$ cat src/pkg/sacr_map.vh
`ifndef SACR_MAP_VH
`define SACR_MAP_VH
// Register offsets on the serial sub-address space
`define SACR_OFS_NEG_REF    8'h0a
`define SACR_OFS_POS_REF    8'h0b
`define SACR_OFS_POWER_CFG  8'h0c
`define SACR_OFS_RESET_CTL  8'h0e
`define SACR_OFS_GLOBAL_GAIN 8'h10
// Reset values
`define SACR_RST_NEG_REF    8'h76
`define SACR_RST_POS_REF    8'h80
`define SACR_RST_POWER_CFG  8'h00
`define SACR_RST_RESET_CTL  8'h00
`define SACR_RST_GLOBAL_GAIN 8'h00
// Implemented bits of each register
`define SACR_MASK_NEG_REF   8'hff
`define SACR_MASK_POS_REF   8'hff
`define SACR_MASK_POWER_CFG 8'h43
`define SACR_MASK_RESET_CTL 8'h07
`define SACR_MASK_GAIN      8'h3f
// Field positions
`define SACR_BIT_EXT_RES    6
`define SACR_BIT_BUS_TRI    1
`define SACR_BIT_STANDBY    0
`define SACR_BIT_SYNC_TRI   2
`define SACR_BIT_STATE_RST  1
`define SACR_BIT_SOFT_RST   0
// Gain step 0.12 in units of 1/256, rounded
`define SACR_GAIN_STEP_Q8   12'h01f
`define SACR_GAIN_UNITY_Q8  12'h100
// Sync timing: line values in pixel clocks, frame values in lines
`define SACR_LINE_TOTAL     10'h320
`define SACR_LINE_ACTIVE    10'h280
`define SACR_FRAME_TOTAL    10'h20d
`define SACR_FRAME_ACTIVE   10'h1e0
// Serial device address, value arbitrary
`define SACR_DEV_ADDR       7'h33
`endif

$ cat src/design/sacr_gain_unit.v
`default_nettype none
`include "sacr_map.vh"
module sacr_gain_unit (
	input  wire        mclk_in,
	input  wire        rst_n_in,
	input  wire        clear_in,
	input  wire        hold_in,
	input  wire [5:0]  gain_code_in,
	input  wire [9:0]  pix_in,
	output reg  [9:0]  pix_out
);
	wire [11:0] factor;
	wire [21:0] product;
	wire [13:0] scaled;

	// Factor is 1 + 0.12 * code in eight fractional bits
	assign factor  = `SACR_GAIN_UNITY_Q8 + (`SACR_GAIN_STEP_Q8 * {6'h00, gain_code_in});
	assign product = {12'h000, pix_in} * {10'h000, factor};
	assign scaled  = product[21:8];

	////////////////////////////////////////////////////////////////////////////
	// Saturate rather than wrap, so bright pixels clip instead of going dark
	always @(posedge mclk_in or negedge rst_n_in) begin
		if (!rst_n_in) begin
			pix_out <= 10'h000;
		end else if (clear_in) begin
			pix_out <= 10'h000;
		end else if (!hold_in) begin
			pix_out <= (|scaled[13:10]) ? 10'h3ff : scaled[9:0];
		end
	end
endmodule // sacr_gain_unit
`default_nettype wire

$ cat src/design/sacr_i2c_slave.v
`default_nettype none
`include "sacr_map.vh"
module sacr_i2c_slave (
	input  wire        mclk_in,
	input  wire        rst_n_in,
	input  wire        scl_in,
	input  wire        sda_in,
	output wire        sda_out,
	output reg         sda_oe_out,
	input  wire [7:0]  rdata_in,
	output reg  [7:0]  addr_out,
	output reg  [7:0]  wdata_out,
	output reg         wr_stb_out
);
	localparam ST_IDLE  = 3'h0;
	localparam ST_ADDR  = 3'h1;
	localparam ST_ACK   = 3'h2;
	localparam ST_WRITE = 3'h3;
	localparam ST_READ  = 3'h4;
	localparam ST_RACK  = 3'h5;

	reg [1:0] scl_sync;
	reg [1:0] sda_sync;
	reg       scl_d;
	reg       sda_d;
	reg [2:0] state;
	reg [3:0] bitcnt;
	reg [7:0] shreg;
	reg       is_read;
	reg       have_sub;
	wire      scl_rise;
	wire      scl_fall;
	wire      start_cond;
	wire      stop_cond;

	// Open-drain: only ever pull low
	assign sda_out = 1'b0;

	////////////////////////////////////////////////////////////////////////////
	// Two-stage synchronisers; edges are taken from the second stage only
	always @(posedge mclk_in or negedge rst_n_in) begin
		if (!rst_n_in) begin
			scl_sync <= 2'h3;
			sda_sync <= 2'h3;
			scl_d    <= 1'b1;
			sda_d    <= 1'b1;
		end else begin
			scl_sync <= {scl_sync[0], scl_in};
			sda_sync <= {sda_sync[0], sda_in};
			scl_d    <= scl_sync[1];
			sda_d    <= sda_sync[1];
		end
	end

	assign scl_rise   = scl_sync[1] & ~scl_d;
	assign scl_fall   = ~scl_sync[1] & scl_d;
	assign start_cond = scl_sync[1] & scl_d & sda_d & ~sda_sync[1];
	assign stop_cond  = scl_sync[1] & scl_d & ~sda_d & sda_sync[1];

	////////////////////////////////////////////////////////////////////////////
	// Byte engine: first byte after address sets the pointer, later ones write
	always @(posedge mclk_in or negedge rst_n_in) begin
		if (!rst_n_in) begin
			state      <= ST_IDLE;
			bitcnt     <= 4'h0;
			shreg      <= 8'h00;
			is_read    <= 1'b0;
			have_sub   <= 1'b0;
			sda_oe_out <= 1'b0;
			addr_out   <= 8'h00;
			wdata_out  <= 8'h00;
			wr_stb_out <= 1'b0;
		end else begin
			wr_stb_out <= 1'b0;
			if (start_cond) begin
				state      <= ST_ADDR;
				bitcnt     <= 4'h0;
				have_sub   <= 1'b0;
				sda_oe_out <= 1'b0;
			end else if (stop_cond) begin
				state      <= ST_IDLE;
				sda_oe_out <= 1'b0;
			end else begin
				case (state)
				ST_ADDR, ST_WRITE: begin
					if (scl_rise) begin
						shreg  <= {shreg[6:0], sda_sync[1]};
						bitcnt <= bitcnt + 4'h1;
					end else if (scl_fall && bitcnt == 4'h8) begin
						sda_oe_out <= 1'b1;
						state      <= ST_ACK;
						if (state == ST_ADDR) begin
							is_read <= shreg[0];
							if (shreg[7:1] != `SACR_DEV_ADDR) begin
								sda_oe_out <= 1'b0;
								state      <= ST_IDLE;
							end
						end else if (!have_sub) begin
							addr_out <= shreg;
							have_sub <= 1'b1;
						end else begin
							wdata_out  <= shreg;
							wr_stb_out <= 1'b1;
						end
					end
				end
				ST_ACK: begin
					if (scl_fall) begin
						bitcnt <= 4'h0;
						if (is_read) begin
							shreg      <= rdata_in;
							sda_oe_out <= ~rdata_in[7];
							state      <= ST_READ;
						end else begin
							sda_oe_out <= 1'b0;
							state <= ST_WRITE;
						end
					end
				end
				ST_READ: begin
					if (scl_rise) begin
						bitcnt <= bitcnt + 4'h1;
					end else if (scl_fall) begin
						if (bitcnt == 4'h8) begin
							sda_oe_out <= 1'b0;
							addr_out   <= addr_out + 8'h01;
							state      <= ST_RACK;
						end else begin
							shreg      <= {shreg[6:0], 1'b0};
							sda_oe_out <= ~shreg[6];
						end
					end
				end
				ST_RACK: begin
					if (scl_rise && sda_sync[1]) begin
						state <= ST_IDLE;
					end else if (scl_fall) begin
						bitcnt     <= 4'h0;
						shreg      <= rdata_in;
						sda_oe_out <= ~rdata_in[7];
						state      <= ST_READ;
					end
				end
				default: begin
					state <= ST_IDLE;
				end
				endcase
				// Pointer steps after each written byte
				if (wr_stb_out) begin
					addr_out <= addr_out + 8'h01;
				end
			end
		end
	end
endmodule // sacr_i2c_slave
`default_nettype wire

$ cat src/design/sacr_top.v
// Notes on behaviour
// - The negative reference code is 8 bits, code zero giving 0V and each step adding 5mV.
// - The positive reference code is 8 bits, code zero giving 2.5V and each step taking 5mV.
// - After reset the reference codes give 1.9V positive and 0.6V negative.
// - Power configuration bit 6 picks the external bias resistor when set, internal when clear.
// - Power configuration bit 1 set floats the 10-bit pixel bus, clear drives it.
// - Power configuration bit 0 set over the serial port puts the device in standby.
// - Reset control bit 2 set floats the frame start, vertical and horizontal syncs.
// - Reset control bit 1 set returns only the internal non-programmable state to default.
// - Reset control bit 0 set returns every register except reset control itself to its default.
// - Both reset bits hold the device in reset until the host writes them back to zero.
// - One global gain of 1 plus 0.12 times the 6-bit code applies to every pixel.
`default_nettype none
`include "sacr_map.vh"
module sacr_top (
	input  wire        mclk_in,
	input  wire        rst_n_in,
	input  wire        scl_in,
	input  wire        sda_in,
	output wire        sda_out,
	output wire        sda_oe_out,
	input  wire [9:0]  pix_in,
	output wire [9:0]  pix_data_out,
	output wire        pix_data_oe_out,
	output reg         frame_start_out,
	output reg         vertical_sync_out,
	output reg         horizontal_sync_out,
	output wire        sync_oe_out,
	output wire [7:0]  neg_ref_code_out,
	output wire [7:0]  pos_ref_code_out,
	output wire [5:0]  overall_gain_code_out,
	output wire        bias_resistor_pin_out,
	output wire        standby_out,
	output wire        state_reset_out
);
	reg  [7:0] negative_reference_code;
	reg  [7:0] positive_reference_code;
	reg  [7:0] power_configuration;
	reg  [7:0] reset_control;
	reg  [7:0] global_gain;
	reg  [7:0] next_rdata;
	reg  [9:0] col_count;
	reg  [9:0] row_count;
	wire [7:0] bus_addr;
	wire [7:0] bus_wdata;
	wire       bus_wr;
	wire       soft_reset;
	wire       hold_state;
	wire       standby;
	wire       line_end;
	wire       frame_end;

	////////////////////////////////////////////////////////////////////////////
	// Serial register port
	sacr_i2c_slave u_port (
		.mclk_in    (mclk_in),
		.rst_n_in   (rst_n_in),
		.scl_in     (scl_in),
		.sda_in     (sda_in),
		.sda_out    (sda_out),
		.sda_oe_out (sda_oe_out),
		.rdata_in   (next_rdata),
		.addr_out   (bus_addr),
		.wdata_out  (bus_wdata),
		.wr_stb_out (bus_wr)
	);

	// Reset bits are levels, so the device stays held until they are cleared
	assign soft_reset = reset_control[`SACR_BIT_SOFT_RST];
	assign hold_state = soft_reset | reset_control[`SACR_BIT_STATE_RST];
	assign standby    = power_configuration[`SACR_BIT_STANDBY];

	////////////////////////////////////////////////////////////////////////////
	// User registers; soft reset forces them to defaults while it is set.
	// The reset control register itself keeps its value, otherwise the host
	// could never see or release the reset it asked for.
	always @(posedge mclk_in or negedge rst_n_in) begin
		if (!rst_n_in) begin
			negative_reference_code <= `SACR_RST_NEG_REF;
			positive_reference_code <= `SACR_RST_POS_REF;
			power_configuration     <= `SACR_RST_POWER_CFG;
			global_gain             <= `SACR_RST_GLOBAL_GAIN;
		end else if (soft_reset) begin
			negative_reference_code <= `SACR_RST_NEG_REF;
			positive_reference_code <= `SACR_RST_POS_REF;
			power_configuration     <= `SACR_RST_POWER_CFG;
			global_gain             <= `SACR_RST_GLOBAL_GAIN;
		end else if (bus_wr) begin
			case (bus_addr)
			`SACR_OFS_NEG_REF: begin
				negative_reference_code <= bus_wdata & `SACR_MASK_NEG_REF;
			end
			`SACR_OFS_POS_REF: begin
				positive_reference_code <= bus_wdata & `SACR_MASK_POS_REF;
			end
			`SACR_OFS_POWER_CFG: begin
				power_configuration <= bus_wdata & `SACR_MASK_POWER_CFG;
			end
			`SACR_OFS_GLOBAL_GAIN: begin
				global_gain <= bus_wdata & `SACR_MASK_GAIN;
			end
			default: begin
				global_gain <= global_gain;
			end
			endcase
		end
	end

	////////////////////////////////////////////////////////////////////////////
	// Reset control is always writable so the host can release a held reset
	always @(posedge mclk_in or negedge rst_n_in) begin
		if (!rst_n_in) begin
			reset_control <= `SACR_RST_RESET_CTL;
		end else if (bus_wr && bus_addr == `SACR_OFS_RESET_CTL) begin
			reset_control <= bus_wdata & `SACR_MASK_RESET_CTL;
		end
	end

	////////////////////////////////////////////////////////////////////////////
	// Read-back multiplexer; unmapped offsets read as zero
	always @* begin
		case (bus_addr)
		`SACR_OFS_NEG_REF:     next_rdata = negative_reference_code;
		`SACR_OFS_POS_REF:     next_rdata = positive_reference_code;
		`SACR_OFS_POWER_CFG:   next_rdata = power_configuration;
		`SACR_OFS_RESET_CTL:   next_rdata = reset_control;
		`SACR_OFS_GLOBAL_GAIN: next_rdata = global_gain;
		default:               next_rdata = 8'h00;
		endcase
	end

	////////////////////////////////////////////////////////////////////////////
	// Analog controls straight from the registers
	assign neg_ref_code_out      = negative_reference_code;
	assign pos_ref_code_out      = positive_reference_code;
	assign bias_resistor_pin_out = power_configuration[`SACR_BIT_EXT_RES];
	assign overall_gain_code_out = global_gain[5:0];
	assign standby_out           = standby;
	assign state_reset_out       = hold_state;

	////////////////////////////////////////////////////////////////////////////
	// Scan position counters: internal, non-programmable state
	assign line_end  = (col_count == `SACR_LINE_TOTAL - 10'h001);
	assign frame_end = (row_count == `SACR_FRAME_TOTAL - 10'h001);

	always @(posedge mclk_in or negedge rst_n_in) begin
		if (!rst_n_in) begin
			col_count <= 10'h000;
			row_count <= 10'h000;
		end else if (hold_state) begin
			col_count <= 10'h000;
			row_count <= 10'h000;
		end else if (!standby) begin
			col_count <= line_end ? 10'h000 : col_count + 10'h001;
			if (line_end) begin
				row_count <= frame_end ? 10'h000 : row_count + 10'h001;
			end
		end
	end

	////////////////////////////////////////////////////////////////////////////
	// Sync outputs registered; they freeze low in reset and hold in standby
	always @(posedge mclk_in or negedge rst_n_in) begin
		if (!rst_n_in) begin
			frame_start_out     <= 1'b0;
			vertical_sync_out   <= 1'b0;
			horizontal_sync_out <= 1'b0;
		end else if (hold_state) begin
			frame_start_out     <= 1'b0;
			vertical_sync_out   <= 1'b0;
			horizontal_sync_out <= 1'b0;
		end else if (!standby) begin
			frame_start_out     <= (row_count == 10'h000) && (col_count == 10'h000);
			vertical_sync_out   <= (row_count < `SACR_FRAME_ACTIVE);
			horizontal_sync_out <= (col_count < `SACR_LINE_ACTIVE);
		end
	end

	assign sync_oe_out = ~reset_control[`SACR_BIT_SYNC_TRI];

	////////////////////////////////////////////////////////////////////////////
	// Pixel path: global gain, cleared under reset, frozen in standby
	sacr_gain_unit u_gain (
		.mclk_in      (mclk_in),
		.rst_n_in     (rst_n_in),
		.clear_in     (hold_state),
		.hold_in      (standby),
		.gain_code_in (global_gain[5:0]),
		.pix_in       (pix_in),
		.pix_out      (pix_data_out)
	);

	// Bus float is immediate so a shared bus is freed without waiting a line
	assign pix_data_oe_out = ~power_configuration[`SACR_BIT_BUS_TRI];
endmodule // sacr_top
`default_nettype wire

$ cat config.mk
export PLATFORM = sky130hd
export DESIGN_NAME = sacr_top
export DESIGN_NICKNAME = d
export VERILOG_FILES = /design/src/design/sacr_gain_unit.v /design/src/design/sacr_i2c_slave.v /design/src/design/sacr_top.v
export VERILOG_INCLUDE_DIRS = /design/src /design/src/pkg
export SDC_FILE = /design/constraint.sdc
export NUM_CORES = 1
export LEC_CHECK = 0
export BUFFER_PORTS_ARGS = -buffer_cell sky130_fd_sc_hd__buf_4
export CAP_MARGIN = 10
export CORE_MARGIN = 2
export CORE_UTILIZATION = 35
export CTS_CLUSTER_SIZE = 40
export DETAILED_ROUTE_END_ITERATION = 12
export PLACE_DENSITY = 0.5
export SLEW_MARGIN = 20
export SYNTH_ARGS = -nofsm -noshare
export SYNTH_HDL_FRONTEND = slang
export SYNTH_HIERARCHICAL = 1
export SYNTH_SLANG_ARGS = --single-unit
$ cat constraint.sdc
create_clock -name mclk_in -period 9.95 [get_ports mclk_in]
set_input_delay 2.985 -clock mclk_in [delete_from_list [all_inputs] [get_ports mclk_in]]
set_output_delay 2.985 -clock mclk_in [all_outputs]
set_load 0.01 [all_outputs]
==> metrics <==
result of the run finished clean; first-pass iteration count of the detailed router 5; clock network latency to the later pin of the worst-skew pair 0.36 ns; final-report hold violation count 0; clock sink count ~100; width of the die 174 µm; fraction of the cycle the final worst path needs 89.4%; final weighted congestion in routability-driven placement 0.839; flop and latch count out of synthesis 102; Yosys Warn Count 6; largest stage delay on the critical path around 0.71 ns; wire length of the first global-routing pass 42.4 mm; pin count of the biggest net entering global routing just under 70; peak ir drop on the vdd network 0.000102 V; DRT antenna net count 0; Max Clk Rate 112 MHz; number of ports placed on the die boundary 56; CP Max Fanout 15; main flop type after synthesis sky130_fd_sc_hd__dfrtp_1; total wire length after detailed routing 24.8 mm; number of antenna repair diodes 0; die outline area a little over 30000 µm²; count of final max-slew check failures 0; proportion of synthesized chip area in sequential cells 25.3%; post-synth net total 1255; Power Density 97.1 nW/µm²; vias in the first global route 7754; total setup buffers inserted after CTS 0; startpoint-to-endpoint class of the critical path flip-flop to flip-flop; nets@finish 1283; Mapped Avg Cell Area about 9.5 µm²; arrival time of the worst setup path approximately 9.1 ns; residual overflow from global routing 0; cell type contributing the most total cell area after synthesis sky130_fd_sc_hd__dfrtp_1; cell at the slowest stage of the critical path sky130_fd_sc_hd__dfrtp_1; Global Route Usage Sum roughly 17%; CTS tree done; maximum buffer depth of the clock tree 2; via-per-instance ratio between 5 and 6; RSZ-0062 raised after global routing no; height of the die 174 µm; clock-pin slew of the registers on the worst-case setup and hold paths 0.08 ns; Resized Gates After CTS 0; highest-count cells in the layout ignoring fill and taps sky130_fd_sc_hd__inv_1, sky130_fd_sc_hd__nand2_1, sky130_fd_sc_hd__dfrtp_1, sky130_fd_sc_hd__fa_1, sky130_fd_sc_hd__ha_1; sum of negative setup slack 0 ns; type of destination of the critical path flip-flop; synth top area cells sky130_fd_sc_hd__dfrtp_1, sky130_fd_sc_hd__fa_1, sky130_fd_sc_hd__ha_1, sky130_fd_sc_hd__inv_1, sky130_fd_sc_hd__nand2_1; share of Yosys cell area claimed by the top area cell type between 20% and 30%; area of the core 28600 µm²; Synth cell types 90; half-perimeter wire length after placement 19.1 mm; cell area after technology mapping ~10000 µm²; max-cap violations 0; fraction of final layout cells sized beyond drive strength 1 14.2%; layout overhead on the synthesized area 10.0%; static power due to leakage between 5 and 6 nW; total of hold buffers inserted after clock tree synthesis 0; critical path data required time 10.15 ns; synthesized instance count 1066; commonest non-fill, non-tap cell in the layout sky130_fd_sc_hd__inv_1; EDFF count, synth 0; violation count after the first detailed-routing iteration 458; routed via count 7558; Final setup violation count 0; Max Clock Skew 0.0108 ns; Min-Delay Path Class flip-flop to flip-flop; H-Tree Level Count 3; DRC violations left 0; final core utilization 39.0%; transition time of the tightest slew-check pin 0.989 ns; crit start category flip-flop; root buf cell sky130_fd_sc_hd__clkbuf_16; Port Buffer Count 54; Worst path most repeated cell sky130_fd_sc_hd__fa_1; average wire per cell in the routed design 16.7 µm; number of buffers created by CTS 9; Slew Limit Headroom between 30 and 40%; number of rows in the core area 62; ys async rst share 100%; number of antenna violations at the first check in global routing 0; fin crit period ~8.9 ns; starting density of the core between 30% and 40%
## where the power goes
group	switching, mW	leakage (nW)	internal, mW	total, mW
registers	0.0521	1.32	0.441	0.494
clock network	0.177	0.149	0.184	0.360
logic	0.134	4.04	0.0956	0.229
## flip-flops by register name (all words and copies together), names as in the netlist, 2 cells and up
| signal | flops |
|---|---|
| col_count | 10 |
| row_count | 10 |
| u_gain/pix_out | 10 |
| neg_ref_code_out | 8 |
| pos_ref_code_out | 8 |
| u_port/addr_out | 8 |
| u_port/shreg | 8 |
| u_port/wdata_out | 8 |
| global_gain | 6 |
| u_port/bitcnt | 4 |
| power_configuration | 3 |
| reset_control | 3 |
| u_port/state | 3 |
| u_port/scl_sync | 2 |
| u_port/sda_sync | 2 |
## cells by family (layout without fill, tap and decap cells)
family	after synthesis	after routing	share of synthesized area, %
AO/OA/AOI/OAI	173	173	12.2
adder cells (fa/ha/maj)	175	175	28.3
AND/OR/NAND/NOR	350	350	18.6
XOR/XNOR	29	29	2.50
flip-flops	102	102	25.3
multiplexers	55	55	5.81
other	1	1	0.0370
buffers and inverters	181	214	7.27
## worst max-delay path, delay by kind of cell (launching register included)
family,cells,cell delay (ns)
adders and majority gates,10,4.71
xor gates and xnor gates,2,0.79
and+or+nand+nor,5,1.06
AOI/OAI and AO/OA,7,1.14
buffers and inverters,5,0.31
DFF,1,0.71
## path summary, 6_finish.rpt
check                      slack (ns)               start                   to  cells past startpoint
setup / recovery                 1.05      global_gain[0]    u_gain/pix_out[3]                     29
hold / removal                   0.36  u_port/scl_sync[0]   u_port/scl_sync[1]                      0
setup reg to reg                 1.05      global_gain[0]    u_gain/pix_out[3]                     29
hold reg to reg                  0.36  u_port/scl_sync[0]   u_port/scl_sync[1]                      0
max in group asynchronous        6.12            rst_n_in         row_count[6]                      2
min in group asynchronous        2.58            rst_n_in  pos_ref_code_out[4]                      1
## Yosys cell counts, types with 13 or more instances
library cell and instances:
sky130_fd_sc_hd__nor2b_1 18, sky130_fd_sc_hd__nor2_1 42, sky130_fd_sc_hd__dfrtp_1 90, sky130_fd_sc_hd__and2_1 59, sky130_fd_sc_hd__buf_2 13, sky130_fd_sc_hd__mux2_2 31
sky130_fd_sc_hd__ha_1 85, sky130_fd_sc_hd__xor2_1 17, sky130_fd_sc_hd__fa_1 90, sky130_fd_sc_hd__inv_1 139, sky130_fd_sc_hd__nand3_1 26, sky130_fd_sc_hd__a31oi_1 17
sky130_fd_sc_hd__a21oi_1 37, sky130_fd_sc_hd__nand2_1 114, sky130_fd_sc_hd__o21ai_0 28, sky130_fd_sc_hd__mux2i_1 24, sky130_fd_sc_hd__clkbuf_1 21, sky130_fd_sc_hd__nand2b_1 16
## layout make-up
cell class / count / area (µm²)
repair buffers: 59 / 443
fillers: 2889 / 17500
flip-flops and latches: 102 / 2570
clock inverters: 6 / 67.6
clock buffers: 10 / 239
well taps: 384 / 480
inverters: 139 / 522
multi-input cells: 783 / 6840
## stage by stage
stage               cells  power [mW]  instance area (µm²)  worst slack [ns]  hold slack, ns
finish               1483        1.08                11200              1.05           0.358
global route         1483        1.15                11200             0.444           0.367
CTS                  1483        1.10                11200              1.01           0.360
detailed placement   1467       0.731                10900              1.04           0.348
global placement     1467       0.732                10900              1.17           0.347
floorplan            1066       0.662                10100              1.90           0.345
## routing by layer
metal  global-route usage [%]  vias up  part of all wire (%)
met5                        0        -                     0
met4                     3.71        0                   1.1
met3                     1.90       17                   2.8
met2                     26.9      105                    46
met1                     25.8     3781                    50
li1                         -     3655                     -
(Power assumes the default switching activity.)
